--- config.mk ---
export PLATFORM = sky130hd
export DESIGN_NAME = osc_ctl
export DESIGN_NICKNAME = d
export VERILOG_FILES = /design/src/design/osc_ctl_pkg.sv /design/src/design/osc_ctl.sv /design/src/design/source_switch.sv
export SDC_FILE = /design/constraint.sdc
export NUM_CORES = 1
export LEC_CHECK = 0
export ABC_AREA = 1
export BUFFER_PORTS_ARGS = -buffer_cell sky130_fd_sc_hd__buf_2
export CORE_AREA = 2 2 82 84
export CTS_CLUSTER_SIZE = 28
export DETAILED_ROUTE_END_ITERATION = 8
export DIE_AREA = 0 0 84 86
export GPL_TIMING_DRIVEN = 0
export HOLD_SLACK_MARGIN = 0.05
export PLACE_DENSITY = 0.78
export SLEW_MARGIN = 15
export SYNTH_ARGS = -nofsm -noshare
export SYNTH_HDL_FRONTEND = slang
export SYNTH_HIERARCHICAL = 1
export SYNTH_SLANG_ARGS = --single-unit
--- constraint.sdc ---
create_clock -name clk -period 1.9 [get_ports clk]
set_clock_uncertainty 0.05 [all_clocks]
set_input_delay 0.095 -clock clk [delete_from_list [all_inputs] [get_ports clk]]
set_output_delay 0.095 -clock clk [all_outputs]
set_load 0.1 [all_outputs]
--- src/design/osc_ctl_pkg.sv ---
// Purpose: shared constants and carriers for the oscillator control block
// Assumes: 32-bit AHB-Lite register bus, one word per register
// Notes:   offsets are byte addresses; only word accesses are meaningful
package osc_ctl_pkg;

  ////////////////////////////////////////////////////////////////////////////
  // register byte offsets
  localparam logic [7:0] OFS_OSC_CONTROL  = 8'h00;  // oscillator_control
  localparam logic [7:0] OFS_FAST_RC_TUNE = 8'h04;  // fast_rc_tuning
  localparam logic [7:0] OFS_WATCHDOG_CTL = 8'h08;  // watchdog_control
  localparam logic [7:0] OFS_IRQ_FLAGS    = 8'h0C;  // interrupt_flags_one
  localparam logic [7:0] OFS_IRQ_ENABLES  = 8'h10;  // interrupt_enables_one
  localparam logic [7:0] OFS_IRQ_PRIORITY = 8'h14;  // interrupt_priority_eight
  localparam int         ADDR_BITS        = 8;      // decoded address width

  ////////////////////////////////////////////////////////////////////////////
  // oscillator_control field positions
  localparam int BIT_SWITCH_REQ   = 0;   // source_switch_request
  localparam int BIT_SEC_OSC_EN   = 1;   // secondary_osc_enable
  localparam int BIT_RESERVED_2   = 2;   // reserved, reads zero
  localparam int BIT_CLOCK_FAIL   = 3;   // clock_fail_flag
  localparam int BIT_CLOCK_LOCK   = 7;   // clock_select_lock
  localparam int NEW_SRC_LSB      = 8;   // new_source_select 10:8
  localparam int CUR_SRC_LSB      = 12;  // current source 14:12
  localparam int SRC_BITS         = 3;   // width of a source code

  // fast_rc_tuning
  localparam int TRIM_BITS        = 6;   // fast_rc_trim 5:0
  localparam logic [5:0] TRIM_RESET = 6'h00;  // calibrated center

  // watchdog_control
  localparam int BIT_WATCHDOG_ON  = 15;  // enable / running
  localparam int BIT_KICK         = 0;   // watchdog_kick, self clearing

  // interrupt registers
  localparam int BIT_FAIL_IRQ     = 14;  // flag and enable position
  localparam int PRIO_LSB         = 10;  // clock_fail_irq_priority 12:10
  localparam int PRIO_BITS        = 3;
  localparam int SUBPRIO_LSB      = 8;   // clock_fail_irq_subpriority 9:8
  localparam int SUBPRIO_BITS     = 2;
  localparam logic [2:0] PRIO_OFF = 3'h0;  // priority code that disables

  ////////////////////////////////////////////////////////////////////////////
  // clock source codes for new_source_select and current source
  typedef enum logic [2:0] {
    SRC_FAST_RC       = 3'h0,
    SRC_FAST_RC_PLL   = 3'h1,
    SRC_PRIMARY       = 3'h2,
    SRC_PRIMARY_PLL   = 3'h3,
    SRC_SECONDARY     = 3'h4,
    SRC_LOW_POWER_RC  = 3'h5,
    SRC_FAST_RC_DIV16 = 3'h6,
    SRC_FAST_RC_DIVN  = 3'h7
  } clk_source_e;

  // boot configuration straps, sampled while reset is held
  typedef struct packed {
    logic        fail_monitor_enable;  // monitor and lock are armed
    logic        watchdog_enable;      // watchdog forced on by boot
    clk_source_e source;               // source used out of reset
  } boot_cfg_s;

  // oscillator enables, mux select and trim handed to the analog side
  typedef struct packed {
    logic        secondary_osc_enable;
    logic        low_power_rc_enable;
    clk_source_e select;               // source requested of the mux
    logic [5:0]  fast_rc_trim;
  } osc_drive_s;

endpackage

--- src/design/osc_ctl.sv ---
// Purpose: register block for oscillator, trim, watchdog enable and
//          clock fail interrupt, reached over AHB-Lite
// Assumes: single word transfers, hready of the bus is our hreadyout
// Notes:   reads take one wait state, writes none; response always OKAY
//
// Implementation choices: the AHB-Lite interface to the registers and the address map.

// Summary of operation
// - clock fail flag set on monitor failure
// - bit 1 turns secondary oscillator on/off
// - bit 0 starts switch, clears when done
// - six-bit trim is signed frequency offset
// - trim upper bits read zero, resets zero
// - writing one starts watchdog if boot didn't
// - writing zero stops only software watchdog
// - enable bit reads one while watchdog runs
// - enabled watchdog turns on low-power RC
// - interrupt flag bit 14 set on failure
// - enable bit 14 gates fail interrupt
// - priority 12:10, code zero disables interrupt
// - subpriority 9:8 equals its binary value
// - new source field selects eight sources
// - lock with monitor blocks selection changes
module osc_ctl
(
  // clock and reset
  input  wire logic                     clk,
  input  wire logic                     rst,
  // ahb-lite slave
  input  wire logic                     hsel,
  input  wire logic [31:0]              haddr,
  input  wire logic [1:0]               htrans,
  input  wire logic                     hwrite,
  input  wire logic [2:0]               hsize,
  input  wire logic [31:0]              hwdata,
  input  wire logic                     hready,
  output logic                          hreadyout,
  output logic                          hresp,
  output logic [31:0]                   hrdata,
  // boot configuration straps
  input  wire osc_ctl_pkg::boot_cfg_s   boot_cfg,
  // oscillator and monitor side
  input  wire logic                     clock_fail_detect,
  input  wire logic                     osc_ack,
  output osc_ctl_pkg::osc_drive_s       osc_drive,
  output osc_ctl_pkg::clk_source_e      current_source,
  // watchdog side
  output logic                          watchdog_run,
  output logic                          watchdog_restart,
  // interrupt
  output logic                          irq,
  output logic [2:0]                    irq_priority,
  output logic [1:0]                    irq_subpriority
);

  ////////////////////////////////////////////////////////////////////////////
  // bus pipeline state
  logic                                 dp_valid;   // data phase pending
  logic                                 dp_write;   // data phase is a write
  logic [osc_ctl_pkg::ADDR_BITS-1:0]    dp_addr;    // latched byte address
  logic                                 rd_done;    // read data loaded
  logic                                 wr_en;      // write strobe
  logic [31:0]                          read_word;  // read mux output

  // held configuration, sampled during reset
  logic                                 monitor_armed;  // monitor enabled
  logic                                 boot_watchdog;  // watchdog by boot

  // oscillator_control state
  logic                                 switch_req;     // request pending
  logic                                 sec_osc_en;     // secondary enable
  logic                                 clock_fail;     // failure seen
  logic                                 clock_lock;     // lock bit
  osc_ctl_pkg::clk_source_e             new_source;     // requested source
  osc_ctl_pkg::clk_source_e             next_new_source;  // field after this edge
  logic                                 locked;         // writes blocked

  // other registers
  logic [osc_ctl_pkg::TRIM_BITS-1:0]    trim;           // fast RC trim
  logic                                 soft_watchdog;  // watchdog by software
  logic                                 fail_irq_flag;  // sticky flag
  logic                                 fail_irq_en;    // mask
  logic [osc_ctl_pkg::PRIO_BITS-1:0]    prio;           // priority code
  logic [osc_ctl_pkg::SUBPRIO_BITS-1:0] subprio;        // subpriority code

  // switch sequencer handshake
  logic                                 switch_start;   // launch a switch
  logic                                 switch_busy;    // switch in flight
  logic                                 switch_done;    // switch completed
  osc_ctl_pkg::clk_source_e             mux_select;     // source to the mux

  ////////////////////////////////////////////////////////////////////////////
  // ahb-lite address phase capture; taken only while the bus is ready
  always_ff @(posedge clk)
  begin
    if (rst)
    begin
      dp_valid <= 1'b0;
      dp_write <= 1'b0;
      dp_addr  <= '0;
    end
    else if (hready)
    begin
      dp_valid <= hsel & htrans[1];  // nonseq or seq only
      dp_write <= hwrite;
      dp_addr  <= haddr[osc_ctl_pkg::ADDR_BITS-1:0];
    end
  end

  // one wait state on reads so the data comes from a flip-flop and
  // always reflects any write that completed just before
  always_ff @(posedge clk)
  begin
    if (rst)
      rd_done <= 1'b0;
    else if (hready)
      rd_done <= 1'b0;                         // transfer finished
    else if (dp_valid && !dp_write)
      rd_done <= 1'b1;                         // data loaded this edge
  end

  // registered read data
  always_ff @(posedge clk)
  begin
    if (rst)
      hrdata <= '0;
    else if (dp_valid && !dp_write && !rd_done)
      hrdata <= read_word;
  end

  assign hreadyout = !(dp_valid && !dp_write && !rd_done);
  assign hresp     = 1'b0;                     // always OKAY
  assign wr_en     = dp_valid && dp_write;     // zero wait write

  ////////////////////////////////////////////////////////////////////////////
  // straps are sampled while the synchronous reset is held
  always_ff @(posedge clk)
  begin
    if (rst)
    begin
      monitor_armed <= boot_cfg.fail_monitor_enable;
      boot_watchdog <= boot_cfg.watchdog_enable;
    end
  end

  // selection lock only bites while the monitor is armed
  assign locked = monitor_armed && clock_lock;

  ////////////////////////////////////////////////////////////////////////////
  // secondary oscillator enable and clock lock bit
  always_ff @(posedge clk)
  begin
    if (rst)
    begin
      sec_osc_en <= 1'b0;
      clock_lock <= 1'b0;
    end
    else if (wr_en && dp_addr == osc_ctl_pkg::OFS_OSC_CONTROL)
    begin
      sec_osc_en <= hwdata[osc_ctl_pkg::BIT_SEC_OSC_EN];
      clock_lock <= hwdata[osc_ctl_pkg::BIT_CLOCK_LOCK];
      // bit 2 is never stored, so a stray one cannot stick
    end
  end

  // value the field takes at this edge; the sequencer latches the same
  // value, so setting the field and the request in one write switches to
  // the new code rather than the old one
  always_comb
  begin
    next_new_source = new_source;
    if (wr_en && dp_addr == osc_ctl_pkg::OFS_OSC_CONTROL && !locked)
      next_new_source = osc_ctl_pkg::clk_source_e'(
        hwdata[osc_ctl_pkg::NEW_SRC_LSB +: osc_ctl_pkg::SRC_BITS]);
  end

  // new source field, frozen while locked
  always_ff @(posedge clk)
  begin
    if (rst)
      new_source <= boot_cfg.source;
    else
      new_source <= next_new_source;
  end

  // switch request: set by software, returned to zero by hardware
  assign switch_start = wr_en && dp_addr == osc_ctl_pkg::OFS_OSC_CONTROL
                        && hwdata[osc_ctl_pkg::BIT_SWITCH_REQ] && !locked
                        && !switch_busy;

  always_ff @(posedge clk)
  begin
    if (rst)
      switch_req <= 1'b0;
    else if (switch_start)
      switch_req <= 1'b1;
    else if (switch_done)
      switch_req <= 1'b0;
  end

  // clock fail status: hardware set wins over a software write of zero
  always_ff @(posedge clk)
  begin
    if (rst)
      clock_fail <= 1'b0;
    else if (clock_fail_detect)
      clock_fail <= 1'b1;
    else if (wr_en && dp_addr == osc_ctl_pkg::OFS_OSC_CONTROL)
      clock_fail <= clock_fail && hwdata[osc_ctl_pkg::BIT_CLOCK_FAIL];  // only clears
  end

  ////////////////////////////////////////////////////////////////////////////
  // fast RC trim, passed straight to the oscillator as a signed offset
  always_ff @(posedge clk)
  begin
    if (rst)
      trim <= osc_ctl_pkg::TRIM_RESET;
    else if (wr_en && dp_addr == osc_ctl_pkg::OFS_FAST_RC_TUNE)
      trim <= hwdata[osc_ctl_pkg::TRIM_BITS-1:0];
  end

  ////////////////////////////////////////////////////////////////////////////
  // software watchdog enable; a boot enable cannot be undone here
  always_ff @(posedge clk)
  begin
    if (rst)
      soft_watchdog <= 1'b0;
    else if (wr_en && dp_addr == osc_ctl_pkg::OFS_WATCHDOG_CTL)
      soft_watchdog <= hwdata[osc_ctl_pkg::BIT_WATCHDOG_ON];
  end

  // kick pulse; nothing is stored, so the bit always reads back zero
  always_ff @(posedge clk)
  begin
    if (rst)
      watchdog_restart <= 1'b0;
    else
      watchdog_restart <= wr_en && dp_addr == osc_ctl_pkg::OFS_WATCHDOG_CTL
                          && hwdata[osc_ctl_pkg::BIT_KICK];
  end

  assign watchdog_run = boot_watchdog || soft_watchdog;

  ////////////////////////////////////////////////////////////////////////////
  // sticky fail interrupt flag, write one to clear, set wins
  always_ff @(posedge clk)
  begin
    if (rst)
      fail_irq_flag <= 1'b0;
    else if (clock_fail_detect)
      fail_irq_flag <= 1'b1;
    else if (wr_en && dp_addr == osc_ctl_pkg::OFS_IRQ_FLAGS
             && hwdata[osc_ctl_pkg::BIT_FAIL_IRQ])
      fail_irq_flag <= 1'b0;
  end

  // interrupt mask
  always_ff @(posedge clk)
  begin
    if (rst)
      fail_irq_en <= 1'b0;
    else if (wr_en && dp_addr == osc_ctl_pkg::OFS_IRQ_ENABLES)
      fail_irq_en <= hwdata[osc_ctl_pkg::BIT_FAIL_IRQ];
  end

  // priority and subpriority fields
  always_ff @(posedge clk)
  begin
    if (rst)
    begin
      prio    <= '0;
      subprio <= '0;
    end
    else if (wr_en && dp_addr == osc_ctl_pkg::OFS_IRQ_PRIORITY)
    begin
      prio    <= hwdata[osc_ctl_pkg::PRIO_LSB +: osc_ctl_pkg::PRIO_BITS];
      subprio <= hwdata[osc_ctl_pkg::SUBPRIO_LSB +: osc_ctl_pkg::SUBPRIO_BITS];
    end
  end

  // level interrupt; a zero priority code keeps it quiet even when enabled
  assign irq             = fail_irq_flag && fail_irq_en
                           && prio != osc_ctl_pkg::PRIO_OFF;
  assign irq_priority    = prio;
  assign irq_subpriority = subprio;

  ////////////////////////////////////////////////////////////////////////////
  // drive to the oscillators; the watchdog needs its RC clock running
  assign osc_drive.secondary_osc_enable = sec_osc_en;
  assign osc_drive.low_power_rc_enable  = watchdog_run;
  assign osc_drive.select               = mux_select;
  assign osc_drive.fast_rc_trim         = trim;

  ////////////////////////////////////////////////////////////////////////////
  // read mux; unimplemented and reserved bits read zero
  always_comb
  begin
    read_word = '0;
    unique case (dp_addr)
      osc_ctl_pkg::OFS_OSC_CONTROL:
      begin
        read_word[osc_ctl_pkg::BIT_SWITCH_REQ]  = switch_req;
        read_word[osc_ctl_pkg::BIT_SEC_OSC_EN]  = sec_osc_en;
        read_word[osc_ctl_pkg::BIT_CLOCK_FAIL]  = clock_fail;
        read_word[osc_ctl_pkg::BIT_CLOCK_LOCK]  = clock_lock;
        read_word[osc_ctl_pkg::NEW_SRC_LSB +: osc_ctl_pkg::SRC_BITS] = new_source;
        read_word[osc_ctl_pkg::CUR_SRC_LSB +: osc_ctl_pkg::SRC_BITS] = current_source;
      end
      osc_ctl_pkg::OFS_FAST_RC_TUNE:
        read_word[osc_ctl_pkg::TRIM_BITS-1:0] = trim;
      osc_ctl_pkg::OFS_WATCHDOG_CTL:
        read_word[osc_ctl_pkg::BIT_WATCHDOG_ON] = watchdog_run;
      osc_ctl_pkg::OFS_IRQ_FLAGS:
        read_word[osc_ctl_pkg::BIT_FAIL_IRQ] = fail_irq_flag;
      osc_ctl_pkg::OFS_IRQ_ENABLES:
        read_word[osc_ctl_pkg::BIT_FAIL_IRQ] = fail_irq_en;
      osc_ctl_pkg::OFS_IRQ_PRIORITY:
      begin
        read_word[osc_ctl_pkg::PRIO_LSB +: osc_ctl_pkg::PRIO_BITS]       = prio;
        read_word[osc_ctl_pkg::SUBPRIO_LSB +: osc_ctl_pkg::SUBPRIO_BITS] = subprio;
      end
      default:
        read_word = '0;                        // unmapped reads zero
    endcase
  end

  ////////////////////////////////////////////////////////////////////////////
  // switch sequencer; runs on the request bit, reports back on completion
  source_switch u_switch
  (
    .clk         (clk),
    .rst         (rst),
    .start       (switch_start),
    .target      (next_new_source),
    .boot_source (boot_cfg.source),
    .osc_ack     (osc_ack),
    .select      (mux_select),
    .current     (current_source),
    .busy        (switch_busy),
    .done        (switch_done)
  );

endmodule // osc_ctl

--- src/design/source_switch.sv ---
// Purpose: clock source switch sequencer
// Assumes: osc_ack pulses or holds high once the mux runs on the target
// Notes:   a start while busy is ignored; current source updates on ack
module source_switch
(
  // clock and reset
  input  wire logic                      clk,
  input  wire logic                      rst,
  // request side
  input  wire logic                      start,
  input  wire osc_ctl_pkg::clk_source_e  target,
  input  wire osc_ctl_pkg::clk_source_e  boot_source,
  // oscillator side
  input  wire logic                      osc_ack,
  output osc_ctl_pkg::clk_source_e       select,
  output osc_ctl_pkg::clk_source_e       current,
  output logic                           busy,
  output logic                           done
);

  ////////////////////////////////////////////////////////////////////////////
  // two-bit sequence: idle -> switching -> settle -> idle (00, 01, 11, 00)
  typedef enum logic [1:0] {
    SW_IDLE   = 2'b00,
    SW_SWITCH = 2'b01,
    SW_SETTLE = 2'b11
  } switch_state_e;

  switch_state_e state;  // sequencer state

  // sequencer
  always_ff @(posedge clk)
  begin
    if (rst)
      state <= SW_IDLE;
    else
    begin
      unique case (state)
        SW_IDLE:   if (start) state <= SW_SWITCH;    // begin change
        SW_SWITCH: if (osc_ack) state <= SW_SETTLE;  // mux has moved
        SW_SETTLE: state <= SW_IDLE;                 // one cycle to report
        default:   state <= SW_IDLE;                 // code 10 is illegal
      endcase
    end
  end

  // target latched at start so later field writes cannot disturb it
  always_ff @(posedge clk)
  begin
    if (rst)
      select <= boot_source;
    else if (state == SW_IDLE && start)
      select <= target;
  end

  // running source follows the mux only once it confirms
  always_ff @(posedge clk)
  begin
    if (rst)
      current <= boot_source;
    else if (state == SW_SWITCH && osc_ack)
      current <= select;
  end

  assign busy = (state != SW_IDLE);
  assign done = (state == SW_SETTLE);

endmodule // source_switch

==> results.json, run 1 <==
{
  "ys_warn_count": 6,
  "design.core.area_um2": 6280,
  "firstDrtPassIters": 5,
  "place_congestion": 0.818,
  "final_area_um2": 3820,
  "start_util": 0.439,
  "cp_data_arrival_time_ns": 1.68,
  "rsz0062_at_grt": "no",
  "cap_violations": 0,
  "cts_buffer_depth": 2,
  "mappedNetlistArea_um2": 2760,
  "setup_violations": 0,
  "die-area_um2": 7220,
  "instances_no_fill": 560,
  "synth_top_cell_by_area": "dfxtp_1",
  "startpoint_type": "register",
  "sw_frac_of_total": 0.355,
  "worst_pin_slew_ns": 0.542,
  "die_h_um": 86,
  "hp-class": "primary input to register",
  "drcViolationCount": 0,
  "detail-route-antenna-nets": 0,
  "place_ws_ns": 0.218,
  "port_buffers": 72,
  "grt_use_total": 0.202,
  "drt-wirelength-per-cell_um": 13.0,
  "fin_total_pwr_w": 0.00331,
  "synth_most_common_cell": "nand2_1",
  "numPlacedInstances": 512,
  "synth_common_cells": "nand2_1, dfxtp_1, inv_1",
  "grt_overflow": 0,
  "routed_via_density": 4.78,
  "dieWidth_um": 84,
  "synth-async-reset-ratio": 0,
  "path_clk_slew_ns": 0.06,
  "yosys.area.top_type_share": 0.363,
  "critPathRequiredTime_ns": 1.89,
  "numCtsBuffers": 9,
  "p_switching_w": 0.00117,
  "synthCells": 346,
  "slew_headroom": 0.639,
  "setup_slack_ns": 0.209,
  "slew_violations": 0,
  "syn2layout_area_growth_pct": 38.4,
  "cts_tree": "yes",
  "hold_viol_final": 0,
  "synth_cell_types": 31,
  "antenna_found_initial": 0,
  "drt_wl_total_mm": 7.30,
  "drt_iter0_markers": 143,
  "cts-root-buf": "clkbuf_8",
  "fin_util": 0.608,
  "ys.flop_type": "dfxtp_1",
  "synth_area_leaders": "dfxtp_1, nand2_1, edfxtp_1",
  "critPathKind": "register to register",
  "dpl.hpwl_mm": 5.12,
  "finalCritPeriodShare": 0.890,
  "fin_crit_ns": 1.69,
  "grt_first_pass_wirelength_mm": 11.5,
  "power.leakage_nw": 1.82,
  "num_antenna_cells": 0,
  "drive_gt1_frac": 0.302,
  "fp-row-count": 29,
  "insertion_delay_ns": 0.34,
  "via_count": 2678,
  "cts_sinks": 58,
  "htreeDepth": 3,
  "layout.nets": 559,
  "ir_drop_uv": 417,
  "p_int_w": 0.00214,
  "path_max_fanout": 10,
  "synth.avg_cell_area_um2": 7.97,
  "power_frac_seq": 0.407,
  "grt_max_degree": 12,
  "combPwrFrac": 0.258,
  "ys_ff_latch": 58,
  "fmax_mhz": 591,
  "clock_power_share": 0.335,
  "synth_edf_count": 8,
  "end_kind": "register",
  "pin_count": 137,
  "seq_area_frac_synth": 0.450,
  "post_cts_resized": 0,
  "powerDensity_nw_per_um2": 868,
  "grt_pass1_vias": 2571,
  "dpl_cell_area_um2": 3300,
  "status": "finished, final reports clean"
}
-- final timing paths --
path / start / end / cells past startpoint / slack (ns)
hold / removal: rst / u_switch/state[1]$_SDFFE_PP0P_ / 2 / 0.05
hold reg to reg: soft_watchdog$_SDFFE_PP0P_ / soft_watchdog$_SDFFE_PP0P_ / 2 / 0.42
setup reg to reg: dp_addr[2]$_SDFFE_PP0P_ / u_switch/select[2]$_DFFE_PP_ / 8 / 0.21
setup / recovery: dp_addr[2]$_SDFFE_PP0P_ / u_switch/select[2]$_DFFE_PP_ / 8 / 0.21
-- state kept, by name, indices dropped and copies added, names as in the netlist, 2 cells and up --
| name | cells |
|---|---|
| trim | 6 |
| hrdata | 15 |
| irq_subpriority | 2 |
| u_switch/current | 3 |
| u_switch/select | 3 |
| dp_addr | 8 |
| new_source | 3 |
| irq_priority | 3 |
| u_switch/state | 2 |
-- cell usage in the layout (no fill, tap or decap), types with 2 or more instances in the layout --
| cell | n |
|---|---|
| nand2_2 | 5 |
| nand3_2 | 4 |
| o21ai_0 | 29 |
| nor2_2 | 2 |
| nand4_1 | 4 |
| o21a_1 | 7 |
| clkbuf_8 | 11 |
| nand2_1 | 67 |
| inv_1 | 39 |
| nand2_4 | 3 |
| or2_2 | 2 |
| edfxtp_1 | 8 |
| nor2_1 | 20 |
| buf_2 | 73 |
| nor3_1 | 2 |
| clkinv_2 | 4 |
| conb_1 | 18 |
| and2_1 | 3 |
| dlygate4sd3_1 | 32 |
| buf_4 | 24 |
| a21oi_2 | 3 |
| clkbuf_1 | 6 |
| inv_2 | 2 |
| nor2_4 | 6 |
| dfxtp_1 | 50 |
| nand3_1 | 33 |
| a21oi_1 | 18 |
-- area by class of cell --
class                   instances  area [um2]
plain buffers                  32         228
clock inverters                 4        22.5
fillers                       542        2460
well taps                      77        96.3
flip-flops and latches         58        1240
repair buffers                104         681
inverters                      42         159
multi-input cells             231        1210
clock buffers                  12         176
-- cell families (layout without fill, tap and decap cells) --
kind of cell    Yosys count  count (layout)  share of synthesized area
other cells               1              18                    0.00136
flops                    58              58                      0.450
compound gates           58              58                      0.116
buf+inv                  74             194                      0.140
simple gates            155             155                      0.292
-- through the flow --
| step | TNS (ns) | hold slack, ns |
|---|---|---|
| final | 0 | 0.0505 |
| after global routing | 0 | 0.0827 |
| after CTS | 0 | 0.0531 |
| after detailed placement | 0 | 0.226 |
| after global placement | 0 | 0.221 |
| after floorplan | -0.0778 | 0.117 |
-- power by group through the flow --
stage | Sequential [W] | Clock (W) | Combinational, W
4_1_cts | 0.00135 | 0.00112 | 0.000851
3_3_place_gp | 0.00137 | 0 | 0.000786
6_report | 0.00135 | 0.00111 | 0.000854
3_5_place_dp | 0.00137 | 0 | 0.000794
2_1_floorplan | 0.00159 | 0 | 0.000437
5_1_grt | 0.00135 | 0.00118 | 0.000896
-- layer usage --
| metal | share of wire | global-route usage | up-vias |
|---|---|---|---|
| li1 | - | - | 1341 |
| met1 | 0.41 | 0.222 | 1211 |
| met2 | 0.49 | 0.348 | 104 |
| met3 | 0.064 | 0.0529 | 22 |
| met4 | 0.029 | 0.128 | 0 |
| met5 | 0 | 0 | - |
-- repair_timing --
item                       4_1_cts  5_1_grt
setup endpoints to repair        0        1
hold buffers                    33        0
hold endpoints to repair        40        0
buffers inserted                 0        0
-- critical path, cell delays in order, from the launching register on --
cell,delay [ns]
dfxtp_1,0.36
nor2_2,0.17
nand2_4,0.09
nor2_8,0.18
buf_12,0.16
nand4_4,0.08
inv_1,0.09
nand3_1,0.07
nand2_1,0.14
(Power assumes the default switching activity.)
==> run 2, diff against run 1 <==
- CORE_AREA: 2 2 82 84 -> 2 2 80 82
- CTS_CLUSTER_DIAMETER: default -> 50
- DIE_AREA: 0 0 84 86 -> 0 0 82 84
- PLACE_DENSITY: 0.78 -> 0.79
- SYNTH_HIERARCHICAL: 1 -> default
==> results.json, run 2 <==
{
  "dpl.hpwl_mm": 4.90,
  "drt_wl_total_mm": 6.85,
  "via_count": 2556,
  "worst_pin_slew_ns": 0.550,
  "drt_iter0_markers": 149,
  "drt-wirelength-per-cell_um": 12.6,
  "fmax_mhz": 646,
  "firstDrtPassIters": 7,
  "multi_input_area_um2": 1090,
  "dieWidth_um": 82,
  "status": "finished, final reports clean",
  "synth.avg_cell_area_um2": 7.95,
  "synth_top_cell_by_area": "dfxtp_1",
  "clock_power_share": 0.340,
  "synthCells": 329,
  "synth_edf_count": 8,
  "critPathKind": "register to register",
  "cap_violations": 0,
  "grt_overflow": 0,
  "cts-root-buf": "clkbuf_8",
  "critPathRequiredTime_ns": 1.89,
  "hold_viol_final": 0,
  "startpoint": "dp_addr[3]$_SDFFE_PP0P_",
  "design.core.area_um2": 6100,
  "grt_pass1_vias": 2460,
  "port_buffers": 72,
  "startpoint_type": "register",
  "largest_register": "hrdata",
  "yosys.area.top_type_share": 0.383,
  "sw_frac_of_total": 0.350,
  "htreeDepth": 3,
  "cp_data_arrival_time_ns": 1.54,
  "synth_area_leaders": "dfxtp_1, edfxtp_1, nand2_1",
  "start_util": 0.429,
  "r2r_cells": 6,
  "path_max_fanout": 10,
  "setup_violations": 0,
  "rsz0062_at_grt": "no",
  "ir_drop_uv": 605,
  "mappedNetlistArea_um2": 2620,
  "p_int_w": 0.00214,
  "end_kind": "register",
  "cts_buffer_depth": 2,
  "finalCritPeriodShare": 0.814,
  "fin_util": 0.605,
  "top_regs": "hrdata x15, dp_addr x8, trim x6",
  "max_stage_delay_ns": 0.37,
  "slowest_stage": "dfxtp_1",
  "combPwrFrac": 0.252,
  "routed_via_density": 4.69,
  "grt_max_degree": 11,
  "p_switching_w": 0.00115,
  "powerDensity_nw_per_um2": 891,
  "fp-row-count": 29,
  "slew_headroom": 0.633,
  "synth-async-reset-ratio": 0,
  "numCtsBuffers": 9,
  "synth_cell_types": 29,
  "synth_most_common_cell": "nand2_1",
  "cts_sinks": 58,
  "final_common_cell": "buf_2",
  "insertion_delay_ns": 0.34,
  "register_area_um2": 1240,
  "num_antenna_cells": 0,
  "synth_common_cells": "nand2_1, dfxtp_1, inv_1, nand3_1, o21ai_0",
  "antenna_found_initial": 0,
  "grt_first_pass_wirelength_mm": 11.2,
  "fin_crit_ns": 1.55,
  "ys.flop_type": "dfxtp_1",
  "slew_violations": 0,
  "power.leakage_nw": 1.74,
  "post_cts_resized": 0,
  "layout.nets": 544,
  "seq_area_frac_synth": 0.475,
  "detail-route-antenna-nets": 0,
  "critPathCapture": "u_switch.select[2]$_DFFE_PP_",
  "syn2layout_area_growth_pct": 41.1,
  "reg2reg_slack_ns": 0.35,
  "drcViolationCount": 0,
  "die-area_um2": 6890,
  "grt_use_total": 0.217,
  "ys_warn_count": 0,
  "fin_total_pwr_w": 0.00329,
  "pin_count": 137,
  "cts_tree": "yes",
  "die_h_um": 84,
  "drive_gt1_frac": 0.286,
  "power_frac_seq": 0.408,
  "ys_ff_latch": 58,
  "hp-class": "primary input to register",
  "path_clk_slew_ns": 0.07,
  "path_cells": "nor2_1 > nand2_2 > nor2_8 > buf_8 > nand4_4 > nand2_1",
  "timing.rr.start": "dp_addr[3]$_SDFFE_PP0P_",
  "nFillCells": 524,
  "setup_tns_ns": 0,
  "final_cell_mix": "buf_2, nand2_1, dfxtp_1",
  "cts_setup_buffers": 0,
  "largest_reg_flops": 15,
  "place_congestion": 0.878,
  "rr_endpoint": "u_switch.select[2]$_DFFE_PP_"
}
[run 2: cell types whose count changed after synthesis, moves of 2 or more]
| cell | before | now |
|---|---|---|
| nand2_1 | 67 | 60 |
| nand2_4 | 3 | 1 |
| inv_1 | 39 | 35 |
| nand3_2 | 3 | 1 |
| nor2_4 | 6 | 4 |
| nand2_2 | 5 | 2 |
| and2_1 | 3 | 0 |
| a21oi_1 | 18 | 20 |
| nor3_1 | 2 | 4 |
[run 2: worst min-delay path by stage]
stage          slack (ns)  cells after the start                             end        start
2_1_floorplan        0.12                      1  u_switch.state[1]$_SDFFE_PP0P_          rst
3_3_place_gp         0.22                      1         monitor_armed$_DFFE_PP_  boot_cfg[4]
3_5_place_dp         0.22                      1         boot_watchdog$_DFFE_PP_  boot_cfg[3]
4_1_cts              0.06                      3           new_source[1]$_DFF_P_          rst
5_1_grt              0.10                      3           new_source[1]$_DFF_P_          rst
6_report             0.07                      3           new_source[1]$_DFF_P_          rst
[run 2: power by group through the flow]
stage | combinational, W | sequential, W | clock, W
6_report | 0.000828 | 0.00134 | 0.00112
5_1_grt | 0.000873 | 0.00135 | 0.00120
4_1_cts | 0.000826 | 0.00134 | 0.00113
3_5_place_dp | 0.000771 | 0.00137 | 0
3_3_place_gp | 0.000762 | 0.00137 | 0
2_1_floorplan | 0.000413 | 0.00159 | 0
[run 2: layer usage]
| layer | up-vias | routed length (um) | GRT usage |
|---|---|---|---|
| met4 | 0 | 121 | 0.0924 |
| met3 | 13 | 492 | 0.0498 |
| met5 | - | 0 | 0 |
| li1 | 1304 | - | - |
| met1 | 1141 | 2990 | 0.277 |
| met2 | 98 | 3250 | 0.348 |
[run 2: cells by family after synthesis]
kind of cell | synth area share
simple gates | 0.259
compound gates | 0.125
other cells | 0.00143
buf+inv | 0.140
flops | 0.475
[run 2: area by class of cell]
class / instances / share of cell area
Timing Repair Buffer: 106 / 0.190
Clock inverter: 6 / 0.0153
Tap cell: 77 / 0.0261
Multi-Input combinational cell: 217 / 0.296
Inverter: 39 / 0.0400
Buffer: 32 / 0.0593
Sequential cell: 58 / 0.336
Clock buffer: 10 / 0.0373
[run 2: what timing repair did]
action / 4_1_cts / 5_1_grt
hold buffers: 35 / 0
hold endpoints to repair: 42 / 0
endpoints found under the setup margin: 0 / 1
[run 2: through the flow]
stage | setup slack (ns) | cell area (um2) | instances | hold WS [ns]
after global routing | 0.263 | 3690 | 545 | 0.105
after detailed placement | 0.340 | 3160 | 495 | 0.225
after floorplan | -0.0778 | 2700 | 346 | 0.123
after global placement | 0.354 | 3160 | 495 | 0.222
after CTS | 0.148 | 3700 | 546 | 0.0551
final | 0.353 | 3690 | 545 | 0.0720
[run 2: critical path, delay by kind of cell, from the launching register on]
| kind | cells | cell delay, ns |
|---|---|---|
| AND/OR/NAND/NOR | 5 | 0.67 |
| flip-flops | 1 | 0.37 |
| buffers and inverters | 1 | 0.16 |
==> run 3, diff against run 2 <==
- CORE_AREA: 2 2 80 82 -> 2 2 83 85
- DIE_AREA: 0 0 82 84 -> 0 0 85 87
- PLACE_DENSITY: 0.79 -> 0.77
- clock period: 1.9 -> 1.4 ns (I/O delays scaled with it)
==> results.json, run 3 (synthesis results as in run 2) <==
{
  "worst_pin_slew_ns": 0.592,
  "grt_overflow": 0,
  "critPathRequiredTime_ns": 1.44,
  "fin_crit_ns": 1.40,
  "setup_tns_ns": 0,
  "die_h_um": 87,
  "dieWidth_um": 85,
  "place_ws_ns": -0.151,
  "setup_violations": 0,
  "timing.hold.ws_ns": 0.0627,
  "drt-wirelength-per-cell_um": 13.9,
  "slew_violations": 0,
  "hold_viol_final": 0,
  "port_buffers": 72,
  "design.core.area_um2": 6570,
  "layout.nets": 559,
  "syn2layout_area_growth_pct": 51.3,
  "num_antenna_cells": 0,
  "htreeDepth": 3,
  "rr_endpoint": "u_switch.select[0]$_DFFE_PP_",
  "timing.rr.start": "dp_addr[5]$_SDFFE_PP0P_",
  "reg2reg_slack_ns": 0.003,
  "numCtsBuffers": 9,
  "rsz0062_at_grt": "yes",
  "end_kind": "register",
  "powerDensity_nw_per_um2": 1190,
  "final_cell_mix": "buf_2, nand2_1, dfxtp_1",
  "drcViolationCount": 0,
  "cap_violations": 0,
  "grt_pass1_vias": 2533,
  "dpl.hpwl_mm": 4.99,
  "max_stage_delay_ns": 0.35,
  "antenna_found_initial": 0,
  "status": "finished, final reports clean",
  "path_depth": 7,
  "drive_gt1_frac": 0.337,
  "via_count": 2669,
  "final_common_cell": "buf_2",
  "fmax_mhz": 716,
  "path_clk_slew_ns": 0.07,
  "cts_tree": "yes",
  "hp-class": "primary input to register",
  "slowest_stage": "dfxtp_2",
  "top_regs": "hrdata x15, dp_addr x8, trim x6",
  "grt_max_degree": 11,
  "worst-path-buf-inv": 1,
  "crit_family": "simple AND/OR/NAND/NOR gates",
  "r2r_cells": 7,
  "critPathKind": "register to register",
  "die-area_um2": 7400,
  "path_max_fanout": 7,
  "detail-route-antenna-nets": 0,
  "routed_via_density": 4.74,
  "insertion_delay_ns": 0.35,
  "cp_data_arrival_time_ns": 1.44,
  "drt_iter0_markers": 251,
  "ir_drop_uv": 699,
  "grt_first_pass_wirelength_mm": 11.9,
  "pin_count": 137,
  "place_congestion": 0.851,
  "grt_use_total": 0.210,
  "start_util": 0.398,
  "cts_sinks": 58,
  "firstDrtPassIters": 4,
  "largest_register": "hrdata",
  "cts_buffer_depth": 2,
  "nFillCells": 547,
  "power.leakage_nw": 1.87,
  "fp-row-count": 30,
  "setup_slack_ns": 0.00291,
  "finalCritPeriodShare": 0.998,
  "path_cells": "nor2_4 > nand2_4 > nor2_8 > buf_8 > nand4_1 > nand3_1 > nand2_1",
  "critPathCapture": "u_switch.select[0]$_DFFE_PP_",
  "cts-root-buf": "clkbuf_8",
  "slew_headroom": 0.605,
  "startpoint_type": "register",
  "drt_wl_total_mm": 7.85,
  "startpoint": "dp_addr[5]$_SDFFE_PP0P_",
  "largest_reg_flops": 15
}
run 3: cell types whose count changed in the layout (fill, tap and decap cells not counted), moves of 3 or more:
cell | previous run | this run
dfxtp_2 | 0 | 6
buf_4 | 23 | 35
o21ai_0 | 30 | 26
buf_2 | 73 | 69
dfxtp_4 | 0 | 3
dfxtp_1 | 50 | 41
buf_12 | 0 | 3
o21ai_1 | 0 | 4
nor2_4 | 4 | 7
nand2_4 | 1 | 4
run 3: routing by layer:
layer	GRT usage	up-vias	share of wire
met2	0.362	122	0.49
met1	0.236	1185	0.39
met5	0	-	0
met3	0.0445	30	0.066
li1	-	1332	-
met4	0.133	0	0.048
run 3: worst min-delay path by stage:
| stage | start | endpoint | slack [ns] | cells after the start |
|---|---|---|---|---|
| after floorplan | rst | u_switch.state[1]$_SDFFE_PP0P_ | 0.1 | 1 |
| after global placement | boot_cfg[4] | monitor_armed$_DFFE_PP_ | 0.20 | 1 |
| after detailed placement | boot_cfg[4] | monitor_armed$_DFFE_PP_ | 0.20 | 1 |
| after CTS | rst | new_source[1]$_DFF_P_ | 0.05 | 3 |
| after global routing | rst | new_source[1]$_DFF_P_ | 0.09 | 3 |
| final | rst | new_source[1]$_DFF_P_ | 0.06 | 3 |
run 3: final cells by class:
class | instances | area [um2] | share of cell area
inverters | 39 | 150 | 0.0380
clock buffers | 9 | 124 | 0.0313
multi-input cells | 217 | 1150 | 0.290
well taps | 80 | 100 | 0.0253
flip-flops and latches | 58 | 1260 | 0.318
plain buffers | 32 | 226 | 0.0572
clock inverters | 7 | 83.8 | 0.0212
repair buffers | 121 | 863 | 0.218
run 3: power breakdown:
group	internal (W)	leakage, nW	switching (W)
combinational	0.000342	1.26	0.000886
clock	0.000982	0.110	0.000678
sequential	0.00177	0.492	0.0000583
total	0.00309	1.87	0.00162
run 3: metrics by stage:
stage               power [W]  area (um2)   util  std cells
finish                0.00472        3960  0.602        563
global route          0.00486        3960  0.602        563
CTS                   0.00467        3840  0.585        556
detailed placement    0.00290        3180  0.484        498
floorplan             0.00272        2720      -        346
global placement      0.00289        3180  0.484        498
run 3: what timing repair did:
action / CTS / global route
gates resized for setup: 15 / 19
hold buffers: 35 / 0
pin swaps: 8 / 7
endpoints found under the hold margin: 42 / 0
buffers inserted: 7 / 7
setup endpoints to repair: 13 / 18
run 3: worst register-to-register path: stages, from the launching register on:
cell and delay [ns]:
dfxtp_2 0.35, nor2_4 0.12, nand2_4 0.09, nor2_8 0.15, buf_8 0.13, nand4_1 0.08, nand3_1 0.09, nand2_1 0.08
